$ cat config.mk
export PLATFORM = sky130hd
export DESIGN_NAME = ettc_top
export DESIGN_NICKNAME = d
export VERILOG_FILES = /design/src/inc/ettc_pkg.sv /design/src/design/ettc_top.sv
export VERILOG_INCLUDE_DIRS = /design/src /design/src/inc
export SDC_FILE = /design/constraint.sdc
export NUM_CORES = 1
export LEC_CHECK = 0
export CORE_UTILIZATION = 50
export CTS_CLUSTER_SIZE = 40
export DETAILED_ROUTE_END_ITERATION = 8
export DONT_BUFFER_PORTS = 1
export SETUP_SLACK_MARGIN = 0.02
export SLEW_MARGIN = 20
export SYNTH_ARGS = -nofsm -noshare
export SYNTH_HDL_FRONTEND = slang
export SYNTH_SLANG_ARGS = --single-unit
export TNS_END_PERCENT = 20
$ cat constraint.sdc
create_clock -name clk -period 18.4 [get_ports clk]
set_clock_uncertainty 0.1 [all_clocks]
set_input_delay 3.68 -clock clk [delete_from_list [all_inputs] [get_ports clk]]
set_output_delay 3.68 -clock clk [all_outputs]
set_load 0.01 [all_outputs]
$ cat src/inc/ettc_defines.svh
// register offsets, control field positions and reset values of the eight-channel timer
`ifndef ETTC_DEFINES_SVH
`define ETTC_DEFINES_SVH

`define ETTC_ADDR_CNT0 16'hf300
`define ETTC_ADDR_CMP0 16'hf308
`define ETTC_ADDR_CTL0 16'hf310
`define ETTC_ADDR_START 16'hf330
`define ETTC_ADDR_HALT 16'hf332
`define ETTC_ADDR_STAT 16'hf334
`define ETTC_ADDR_IST 16'hf338
`define ETTC_ADDR_IMSK 16'hf339

`define ETTC_CTL_DIV_LSB 3
`define ETTC_CTL_DIV_MSB 5
`define ETTC_CTL_M16 6
`define ETTC_CTL_OST 7

`define ETTC_DIV_UNDIV 3'h7
`define ETTC_CTL_RST 8'h00
`define ETTC_CNT_RST 8'h00
`define ETTC_CMP_RST 8'hff
`define ETTC_BYTE_RST 8'h00

`endif

$ cat src/inc/ettc_pkg.sv
// types shared by the eight-channel timer
package ettc_pkg;

  // one counting unit: an 8-bit channel or a joined 16-bit pair
  typedef struct packed {
    logic stat;
    logic start_p;
    logic halt_p;
    logic [15:0] cnt;
    logic hit;
  } ettc_unit_t;

  // all state of the timer core
  typedef struct packed {
    logic [7:0][7:0] ctl;
    logic [7:0][7:0] cnt;
    logic [7:0][7:0] cmp;
    logic [7:0][5:0] pre;
    logic [7:0] prev_tk;
    logic [7:0] stat;
    logic [7:0] start_p;
    logic [7:0] halt_p;
    logic [7:0] match;
    logic [7:0] ist;
    logic [7:0] imsk;
    logic [7:0] rdata;
    logic irq;
  } ettc_state_t;

endpackage

$ cat src/design/ettc_top.sv
// eight 8-bit compare-match timers with pairing, one-shot and start/stop sequencing
// How it works
// - one read-only counting bit per channel, all zero after reset
// - joined pair reports state on even bit, odd bit stays zero
// - start: status set on first tick edge, counting from second
// - count equal compare: interrupt next tick edge, count back to zero
// - halt write stops count after one more tick edge, status cleared
// - restart continues from the count held at the halt
// - any write to a counter register clears it to zero
// - period is compare plus one ticks; software keeps compare 1 to 255
// - first period after start may be one tick off, later ones exact
// - halt and match on the same tick edge are both handled
// - one-shot mode ends counting on the match
// - even channel's wide bit joins a pair; even bits then control it
// - even channel is low byte, odd high byte; match on odd interrupt
// - tick divided by 1 to 64 per 3-bit field, code 7 undivided
// - halt on a stopped channel and zero writes have no effect
`include "ettc_defines.svh"

module ettc_top
  import ettc_pkg::*;
(
  input wire logic clk,
  input wire logic rst,
  input wire logic ce,
  input wire logic [15:0] addr,
  input wire logic [7:0] wdata,
  input wire logic wr,
  input wire logic rd,
  input wire logic [7:0] channel_tick_clock,
  output logic [7:0] rdata,
  output logic irq,
  output logic [7:0] channel_match_irq,
  output logic [7:0] timer_counting_status
);

  ettc_state_t st_r;
  ettc_state_t st_nxt;
  ettc_unit_t u;
  logic [7:0] dtk;

  // true when the address falls in the eight-register bank at base
  function automatic logic in_bank(logic [15:0] a, logic [15:0] base);
    return a[15:3] == base[15:3];
  endfunction

  // one tick-edge step of a counting unit
  function automatic ettc_unit_t unit_step(ettc_unit_t ui, logic tk, logic ost,
                                           logic [15:0] cmp, logic wide);
    ettc_unit_t r;
    r = ui;
    r.hit = 1'b0;
    if (tk)
    begin
      if (ui.stat)
      begin
        if (ui.cnt == cmp)
        begin
          r.cnt = 16'h0000;
          r.hit = 1'b1;
          if (ost)
            r.stat = 1'b0;
        end
        else
        begin
          r.cnt = ui.cnt + 16'h0001;
          if (!wide)
            r.cnt[15:8] = 8'h00;
        end
        if (ui.halt_p)
        begin
          r.stat = 1'b0;
          r.halt_p = 1'b0;
        end
      end
      else if (ui.start_p)
      begin
        r.stat = 1'b1;
        r.start_p = 1'b0;
      end
    end
    return r;
  endfunction

  // falling edge of each tick input gated by its prescaler
  genvar g;
  generate
    for (g = 0; g < 8; g++)
    begin : g_div
      logic [2:0] dsel;
      logic [5:0] dmask;
      assign dsel = st_r.ctl[g][`ETTC_CTL_DIV_MSB:`ETTC_CTL_DIV_LSB];
      assign dmask = (dsel == `ETTC_DIV_UNDIV) ? 6'h00 : 6'((7'h01 << dsel) - 7'h01);
      assign dtk[g] = st_r.prev_tk[g] & ~channel_tick_clock[g] &
                      ((st_r.pre[g] & dmask) == dmask);
    end
  endgenerate

  always_comb
  begin
    st_nxt = st_r;
    u = '0;
    if (ce)
    begin
      st_nxt.match = 8'h00;
      st_nxt.prev_tk = channel_tick_clock;
      for (int c = 0; c < 8; c++)
      begin
        if (st_r.prev_tk[c] && !channel_tick_clock[c])
          st_nxt.pre[c] = st_r.pre[c] + 6'h01;
      end
      for (int p = 0; p < 4; p++)
      begin
        if (st_r.ctl[2*p][`ETTC_CTL_M16])
        begin
          u.stat = st_r.stat[2*p];
          u.start_p = st_r.start_p[2*p];
          u.halt_p = st_r.halt_p[2*p];
          u.cnt = {st_r.cnt[2*p+1], st_r.cnt[2*p]};
          u.hit = 1'b0;
          u = unit_step(u, dtk[2*p], st_r.ctl[2*p][`ETTC_CTL_OST],
                        {st_r.cmp[2*p+1], st_r.cmp[2*p]}, 1'b1);
          st_nxt.stat[2*p] = u.stat;
          st_nxt.start_p[2*p] = u.start_p;
          st_nxt.halt_p[2*p] = u.halt_p;
          st_nxt.cnt[2*p] = u.cnt[7:0];
          st_nxt.cnt[2*p+1] = u.cnt[15:8];
          st_nxt.stat[2*p+1] = 1'b0;
          st_nxt.start_p[2*p+1] = 1'b0;
          st_nxt.halt_p[2*p+1] = 1'b0;
          st_nxt.match[2*p+1] = u.hit;
        end
        else
        begin
          for (int k = 0; k < 2; k++)
          begin
            u.stat = st_r.stat[2*p+k];
            u.start_p = st_r.start_p[2*p+k];
            u.halt_p = st_r.halt_p[2*p+k];
            u.cnt = {8'h00, st_r.cnt[2*p+k]};
            u.hit = 1'b0;
            u = unit_step(u, dtk[2*p+k], st_r.ctl[2*p+k][`ETTC_CTL_OST],
                          {8'h00, st_r.cmp[2*p+k]}, 1'b0);
            st_nxt.stat[2*p+k] = u.stat;
            st_nxt.start_p[2*p+k] = u.start_p;
            st_nxt.halt_p[2*p+k] = u.halt_p;
            st_nxt.cnt[2*p+k] = u.cnt[7:0];
            st_nxt.match[2*p+k] = u.hit;
          end
        end
      end
      if (wr)
      begin
        for (int c = 0; c < 8; c++)
        begin
          if (addr == `ETTC_ADDR_START && wdata[c] && !st_nxt.stat[c] &&
              !(c[0] && st_r.ctl[c & 6][`ETTC_CTL_M16]))
            st_nxt.start_p[c] = 1'b1;
          if (addr == `ETTC_ADDR_HALT && wdata[c] && st_nxt.stat[c])
            st_nxt.halt_p[c] = 1'b1;
        end
        if (in_bank(addr, `ETTC_ADDR_CNT0))
          st_nxt.cnt[addr[2:0]] = `ETTC_CNT_RST;
        if (in_bank(addr, `ETTC_ADDR_CMP0))
          st_nxt.cmp[addr[2:0]] = wdata;
        if (in_bank(addr, `ETTC_ADDR_CTL0))
          st_nxt.ctl[addr[2:0]] = wdata;
        if (addr == `ETTC_ADDR_IST)
          st_nxt.ist = st_r.ist & ~wdata;
        if (addr == `ETTC_ADDR_IMSK)
          st_nxt.imsk = wdata;
      end
      // new match wins over a clear in the same cycle
      st_nxt.ist = st_nxt.ist | st_nxt.match;
      st_nxt.rdata = 8'h00;
      if (rd)
      begin
        if (in_bank(addr, `ETTC_ADDR_CNT0))
          st_nxt.rdata = st_r.cnt[addr[2:0]];
        else if (in_bank(addr, `ETTC_ADDR_CMP0))
          st_nxt.rdata = st_r.cmp[addr[2:0]];
        else if (in_bank(addr, `ETTC_ADDR_CTL0))
          st_nxt.rdata = st_r.ctl[addr[2:0]];
        else if (addr == `ETTC_ADDR_STAT)
          st_nxt.rdata = st_r.stat;
        else if (addr == `ETTC_ADDR_IST)
          st_nxt.rdata = st_r.ist;
        else if (addr == `ETTC_ADDR_IMSK)
          st_nxt.rdata = st_r.imsk;
      end
      st_nxt.irq = |(st_nxt.ist & st_nxt.imsk);
    end
  end

  always_ff @(posedge clk or posedge rst)
  begin
    if (rst)
    begin
      st_r <= '0;
      st_r.ctl <= {8{`ETTC_CTL_RST}};
      st_r.cmp <= {8{`ETTC_CMP_RST}};
    end
    else
    begin
      st_r <= st_nxt;
    end
  end

  assign rdata = st_r.rdata;
  assign irq = st_r.irq;
  assign channel_match_irq = st_r.match;
  assign timer_counting_status = st_r.stat;
endmodule

# == Word level (Yosys, flattened, before mapping) ==
# Index checks and enable logic that the tools add are counted.
# W data, S select, Z words.
# totals
wordCells,426
regBits,305
out_inout_bits,25
in_bits,37
# op_classes
eq_ne,36
magnitude_cmp,2
muxes,197
bitwise,38
add_sub_neg,28
n_reduce_logical,76
shifts,8
# ops
cell,count
$mux W16,15
$mux W20,12
$mux W18,12
$mux W8,21
$bwmux W64,2
$mux W128,1
$mux W64,2
$mux W1,96
$eq A16 B16 Y1 const B,5
$bmux W8 S3,3
$add A16 B1 Y16 const B,4
$add A8 B1 Y8 const B,8
$and A64 B64 Y64,1
$eq A16 B16 Y1,4
$eq A8 B8 Y1,8
$not A64 Y64,1
$add A6 B1 Y6 const B,8
$and A6 B6 Y6,8
$eq A6 B6 Y1,8
$mux W2,24
$mux W6,8
$shl A1 B3 Y6 const A,8
$sub A6 B1 Y6 const B,8
$logic_and A1 B1 Y1,45
14 further kinds,73

# == Logic depth before layout (Yosys ltp) ==
# Gate-level depths: netlist of run 1.
# depth
ltp_word,14
mapped_depth,10
depth_no_buf,8

# == Worst setup path before layout of run 1 ==
# OpenSTA, ideal clock, no wires.
# synth_timing
path_type,input to register
startpoint,input port addr[3]
endpoint,register st_r[177] (netlist name)
n_path_buf,3
path_slack_ns,12.446
stages,8
t_required_ns,18.175
setup_ns,0.125
t_arrival_ns,5.729
cell_sequence,clkbuf_1 nor4b_1 or4b_1 clkbuf_1 clkbuf_1 o21ai_1 o21ai_0 mux2_2
# synth_between
elab_chain_len,3
# synth_lines
element,line_no,source
from (decl),ettc_top.sv:26,"input wire logic [15:0] addr,"
$eq A13 B13 Y1,ettc_top.sv:44,return a[15:3] == base[15:3];
$mux W64,ettc_top.sv:162,"if (in_bank(addr, `ETTC_ADDR_CNT0))"
$mux W128,ettc_top.sv:152,if (wr)
to (signal assigned),ettc_top.sv:205,st_r <= st_nxt;
to (decl),ettc_top.sv:37,ettc_state_t st_r;
# Every way passes these cells.
# A chain may end at the register's enable or synchronous reset.

# == Worst setup path in the final report of run 1 ==
# layout_timing
startpoint,input port addr[10]
endpoint,"register st_r, in the netlist irq"
# layout_between
elab_chain_len,7
word_cells_on_any_way,9
cone_classes,2 x eq/ne; 4 x mux; 2 x bitwise; 1 x reduce/logical
# layout_lines
element,line_no,source
$eq A16 B16 Y1 (no line),-,
$mux W8,ettc_top.sv:168,if (addr == `ETTC_ADDR_IST)
$mux W16 (*),ettc_top.sv:152,
$mux W16 (*),ettc_top.sv:103,if (ce)
$or A8 B8 Y8,ettc_top.sv:174,st_nxt.ist = st_nxt.ist | st_nxt.match;
$and A8 B8 Y8 (*),ettc_top.sv:191,st_nxt.irq = |(st_nxt.ist & st_nxt.imsk);
$reduce_or A8 Y1 (*),ettc_top.sv:191,
# Mark *: on every way between the ends. The rest lies on a longest branch, timed or not. The select of a mux whose other input is x is not followed.

==> out/results.tsv, run 1 <==
stage	metric	value	unit
status	outcome	finished, final reports clean	
clock_tree	cts hold-fix bufs	0	
routing	via/cell ratio	6.71	
global_routing	GRT Util Overall	33.8	%
timing	FMAX	165	MHz
setup_path	worst path cell trace	nand4bb_1, nor3_1, and4_1, mux2i_1, o21ai_0, a2111oi_0, a41oi_1	
timing	Slew Limit Fails	0	
setup_path	critical path fanouts, max	9	
die	Die Wd	192	µm
cells_and_area	Fill cells	3200	
timing	Tcrit/Tclk final	33.0	%
setup_path	crit end category	flip-flop	
cells_and_area	flip-flop and latch area	7710	µm²
global_routing	largest net degree at the start of global routing	138	
cells_and_area	nets@finish	1872	
yosys	syn_nets	1956	
pwr	Leak	0.00806	µW
clock_tree	setup bufs post-CTS	0	
clock_tree	H-tree level count	2	
cells_and_area	multi-input logic area	9400	µm²
cells_and_area	Synth-to-Final Area Change	8.29	%
placement	RD Place Congestion	1.01	
die	num rows	69	
clock_tree	clock root buffer	clkbuf_16	
yosys	top cell type's share of synthesized area	33.5	%
setup_path	Worst EP required	18710	ps
die	chip height	192	µm
cells_and_area	Final Cell Area	19500	µm²
clock_tree	Sinks on Clock Net	305	
yosys	cell area after synthesis	18000	µm²
run	max_cap viols	0	
routing	First-pass DRT Iterations	6	
die	Die ar.	36700	µm²
timing	max_slew headroom	28.2	%
yosys	Synth Warn #	0	
yosys	mean post-synth cell area	9.45	µm²
worst_hold_path	worst min path class	reg -> reg	
routing	via count	15487	
yosys	Unique masters post-synth	91	
routing	Post-DRT Antenna Nets	0	
timing	min Tclk post-route	6070	ps
yosys	Cells after Synth	1903	
timing	Final Hold Fails	0	
cells_and_area	fraction of layout cells with a size suffix above 1	17.6	%
setup_path	Arrival @ worst endpoint	6380	ps
routing	DR iter-0 viols	1786	
global_routing	initial antenna violation count	0	
yosys	ys async rst share	100	%
global_routing	first-pass GRT wire length	92.1	mm
placement	dpl hpwl	42.9	mm
routing	Post-Route WL	61.1	mm
yosys	number of synthesized flops with an enable pin	0	
timing	Slew @ Worst Pin	1080	ps
clock_tree	TritonCTS clock tree	built	
routing	WL/cell	26.5	µm
die	starting density of the core	50.7	%
pwr	peak supply drop	0.0968	mV
yosys	register area share after synthesis	42.9	%
clock_tree	Clock Latency Late Sink	560	ps
placement	placed cell area	18100	µm²
timing	unrepaired setup endpoints after global routing	no	
setup_path	Setup CP Type	in -> reg	
clock_tree	Resized Gates After CTS	0	
setup_path	Crit-path slowest cell	and4_1	
routing	DRC viols	0	
yosys	Main synth FF type	dfrtp_1	
cells_and_area	# diodes	0	
die	Ports	62	
cells_and_area	most frequent cells in the layout	241 x dfrtp_1, 155 x o21ai_0, 153 x nand2_1, 132 x mux2_2, 103 x nor2_1	
yosys	top cells by area, synth	dfrtp_1 34%, dfstp_2 9.4%, mux2_2 8.3%	
cells_and_area	commonest non-fill, non-tap cell in the layout	dfrtp_1	
global_routing	vias in the first global route	14550	
clock_tree	clk slew on worst S/H paths	60	ps
clock_tree	number of buffers created by CTS	37	
setup_path	critical path startpoint category	primary input	
timing	Setup-failing EPs final	0	
placement	# port buffers	0	
yosys	Synth area leader	dfrtp_1	
clock_tree	CTS Buffer Depth	3	
die	core box area	35500	µm²
yosys	FF+latch count, synth	305	
setup_path	CP peak stage delay	620	ps
timing	Setup TNS	0	ps
global_routing	gr ovfl total	0	
pwr	PwrDens	94.1	nW/µm²
[worst max-delay path, delay by kind of cell]
family | cells | cell delay, ps
AO/OA/AOI/OAI | 3 | 880
multiplexers | 1 | 340
AND/OR/NAND/NOR | 3 | 1470
[power breakdown]
| group | internal, µW | switching [µW] |
|---|---|---|
| logic | 86.1 | 127 |
| registers | 723 | 72.8 |
| clock network | 522 | 302 |
| total | 1330 | 502 |
[synth_stat cells (all sizes together) (57+ instances only)]
| library cell | instances |
|---|---|
| dfstp | 64 |
| mux2 | 132 |
| o22ai | 80 |
| o21ai | 160 |
| xnor2 | 71 |
| nand2 | 153 |
| dfrtp | 241 |
| inv | 68 |
| a21oi | 57 |
| nor2 | 115 |
| clkbuf | 107 |
| nand3 | 64 |
[worst paths after layout]
kind                             endpoint  depth (start not counted)             start  slack [ps]
worst max-delay path                  irq                          7          addr[10]       12330
worst min-delay path            st_r[112]                          1         st_r[112]         370
worst max register to register  st_r[235]                          8  g_div[6].dsel[0]       15230
worst min register to register  st_r[112]                          1         st_r[112]         370
max in group asynchronous        st_r[16]                          3               rst       13200
min in group asynchronous        st_r[97]                          1               rst        3070
[cell families (layout without fill, tap and decap cells)]
kind of cell / count (synthesis) / after routing / share of synthesized area [%]
fa+ha+maj: 16 / 16 / 1.11
compound gates: 541 / 541 / 20.1
simple gates: 573 / 573 / 16.3
mux: 145 / 145 / 9.13
xor+xnor: 113 / 113 / 5.50
flops: 305 / 305 / 42.9
buf+inv: 210 / 155 / 4.89
[layout make-up]
class,instances,share of cell area [%]
Clock buffer,54,5.94
Clock inverter,14,1.18
Inverter,69,1.37
Multi-Input combinational cell,1388,48.3
Sequential cell,305,39.6
Tap cell,461,2.96
Timing Repair Buffer,18,0.694
[metal layers]
| metal | vias up | routed length (µm) | part of all wire (%) | track usage, % |
|---|---|---|---|---|
| met5 | - | 0 | 0 | 0 |
| met4 | 0 | 2290 | 3.8 | 13.2 |
| met3 | 131 | 5240 | 8.6 | 6.49 |
| met2 | 713 | 27400 | 45 | 51.7 |
| met1 | 7752 | 26200 | 43 | 47.0 |
| li1 | 6891 | - | - | - |
[registers in the layout, summed over array words and instances, names as in the netlist]
signal and flops:
timer_counting_status 8, channel_match_irq 8, rdata 8, st_r 256, irq 1, g_div.dsel 24
[stage by stage]
step | hold slack (ps) | power, µW | std cells | worst slack, ps | utilization [%]
after floorplan | 340 | 952 | 1903 | 6290 | -
after global placement | 354 | 1010 | 2241 | 11860 | 51.0
after detailed placement | 362 | 1020 | 2241 | 11820 | 51.0
after CTS | 375 | 1840 | 2309 | 12410 | 54.9
after global routing | 389 | 1900 | 2309 | 12260 | 54.9
final | 367 | 1830 | 2309 | 12330 | 54.9
Power figures use the tool's default switching activity.
==> run 2: changes to the inputs <==
PLACE_DENSITY = 0.68   (was unset)
clock period = 5.17 ns   (was 18.4 ns; I/O delays follow)
==> out/results.tsv, run 2 (synthesis gave the netlist of run 1 again) <==
stage	metric	value	unit
clock_tree	clock root buffer	clkbuf_16	
die	core box area	35500	µm²
global_routing	largest net degree at the start of global routing	162	
setup_path	critical path startpoint category	primary input	
placement	RD Place Congestion	0.994	
clock_tree	Clock Latency Late Sink	550	ps
die	starting density of the core	50.7	%
worst_hold_path	worst min path class	reg -> reg	
timing	Setup TNS	0	ps
setup_path	worst path cell trace	nor4b_1, or4b_1, o21ai_0, o21ai_0, a41o_1, nand2_1, o31ai_1	
setup_path	Setup CP Type	in -> reg	
clock_tree	Resized Gates After CTS	0	
cells_and_area	commonest non-fill, non-tap cell in the layout	dfrtp_1	
cells_and_area	Biggest register	st_r	
global_routing	initial antenna violation count	1	
pwr	Clock Power Share	41.9	%
routing	via/cell ratio	6.84	
setup_path	crit end category	flip-flop	
pwr	sequential power share	45.8	%
cells_and_area	flip-flop and latch area	7710	µm²
cells_and_area	Largest register FFs	256	
pwr	PwrDens	320	nW/µm²
cells_and_area	nets@finish	1871	
setup_path	Crit-path slowest cell	or4b_1	
timing	min Tclk post-route	3710	ps
timing	Tcrit/Tclk final	71.7	%
timing	Slew Limit Fails	0	
status	outcome	finished, final reports clean	
timing	Setup-failing EPs final	0	
clock_tree	setup bufs post-CTS	0	
placement	dpl hpwl	41.4	mm
routing	First-pass DRT Iterations	6	
clock_tree	Sinks on Clock Net	305	
run	max_cap viols	0	
routing	DR iter-0 viols	2137	
pwr	Net Sw Frac	28.2	%
placement	placed cell area	18100	µm²
setup_path	Arrival @ worst endpoint	4010	ps
global_routing	gr ovfl total	0	
timing	max_slew headroom	31.6	%
cells_and_area	fraction of layout cells with a size suffix above 1	17.2	%
setup_path	CP peak stage delay	900	ps
clock_tree	number of buffers created by CTS	36	
cells_and_area	Fill cells	3133	
routing	Post-DRT Antenna Nets	0	
clock_tree	CTS Buffer Depth	3	
global_routing	vias in the first global route	14634	
setup_path	Worst EP required	5470	ps
placement	# port buffers	0	
die	num rows	69	
routing	Post-Route WL	59.0	mm
timing	Final Hold Fails	0	
die	Die ar.	36700	µm²
pwr	Leak	0.00795	µW
setup_path	Bufs and invs on worst path	0	
cells_and_area	most frequent cells in the layout	241 x dfrtp_1, 155 x o21ai_0, 153 x nand2_1, 132 x mux2_2, 103 x nor2_1	
clock_tree	TritonCTS clock tree	built	
pwr	cell-internal power	4440	µW
timing	FMAX	270	MHz
setup_path	Crit path max-delay family	simple AND/OR/NAND/NOR gates	
cells_and_area	Final Cell Area	19300	µm²
setup_path	critical path fanouts, max	16	
timing	unrepaired setup endpoints after global routing	no	
pwr	switching power	1740	µW
die	Die Wd	192	µm
routing	WL/cell	25.6	µm
global_routing	GRT Util Overall	32.5	%
setup_path	CP most frequent cell	o21ai_0	
routing	via count	15776	
routing	DRC viols	0	
clock_tree	H-tree level count	2	
pwr	combinational share of power	12.3	%
global_routing	first-pass GRT wire length	90.2	mm
cells_and_area	Synth-to-Final Area Change	7.37	%
clock_tree	clk slew on worst S/H paths	60	ps
clock_tree	cts hold-fix bufs	0	
timing	Slew @ Worst Pin	1030	ps
die	chip height	192	µm
cells_and_area	multi-input logic area	9410	µm²
pwr	peak supply drop	0.385	mV
die	Ports	62	
-- run 2: changes by cell type in the layout (fill, tap and decap cells not counted), moves of 2 or more --
cell	previous run	this run
buf_12	0	2
clkbuf_1	6	11
clkbuf_16	42	37
buf_4	18	16
bufinv_16	6	3
-- run 2: worst register-to-register path, cell delays in order (launching register included) --
cell	delay [ps]
dfrtp_1	650
xnor2_1	190
nand4_1	140
or2_2	420
a21oi_1	810
a21oi_1	150
o21ai_0	370
mux2i_1	130
-- run 2: final timing paths --
| kind | start | endpoint | slack [ps] | cells after the start |
|---|---|---|---|---|
| setup / recovery | addr[3] | st_r[196] | 1460 | 7 |
| hold / removal | st_r[70] | st_r[70] | 370 | 1 |
| setup reg to reg | st_r[238] | timer_counting_status[6] | 2080 | 7 |
| min in group asynchronous | rst | st_r[64] | 470 | 2 |
| max in group asynchronous | rst | st_r[197] | 3750 | 2 |
| hold reg to reg | st_r[70] | st_r[70] | 370 | 1 |
-- run 2: power by group through the flow --
stage          logic (µW)  registers [µW]  clock network [µW]
2_1_floorplan         629            2760                   0
3_3_place_gp          726            2850                   0
3_5_place_dp          753            2860                   0
4_1_cts               756            2820                2630
5_1_grt               840            2850                2720
6_report              759            2830                2590
-- run 2: metal layers --
metal  vias to the layer above  GRT usage [%]  part of all wire, %
li1                       6905              -                    -
met1                      7777           45.9                   42
met2                       896           48.8                   43
met3                       196           6.12                   10
met4                         2           13.7                  4.5
met5                         -              0                0.027
-- run 2: cell type report --
| class | instances | area share [%] |
|---|---|---|
| multi-input combinational | 1388 | 48.7 |
| antenna | 1 | 0.0130 |
| sequential | 305 | 39.9 |
| inverter | 69 | 1.36 |
| clock inverter | 10 | 0.700 |
| tap | 461 | 2.99 |
| timing repair buffer | 18 | 0.829 |
| clock buffer | 54 | 5.44 |
-- run 2: metrics by stage --
| stage | hold slack (ps) | total power (µW) | cells | utilization [%] | setup WS (ps) |
|---|---|---|---|---|---|
| 2_1_floorplan | 340 | 3390 | 1903 | - | 31.3 |
| 3_3_place_gp | 358 | 3580 | 2241 | 51.0 | 1140 |
| 3_5_place_dp | 363 | 3610 | 2241 | 51.0 | 1120 |
| 4_1_cts | 376 | 6210 | 2305 | 54.4 | 1660 |
| 5_1_grt | 384 | 6410 | 2305 | 54.4 | 1320 |
| 6_report | 368 | 6180 | 2306 | 54.4 | 1460 |
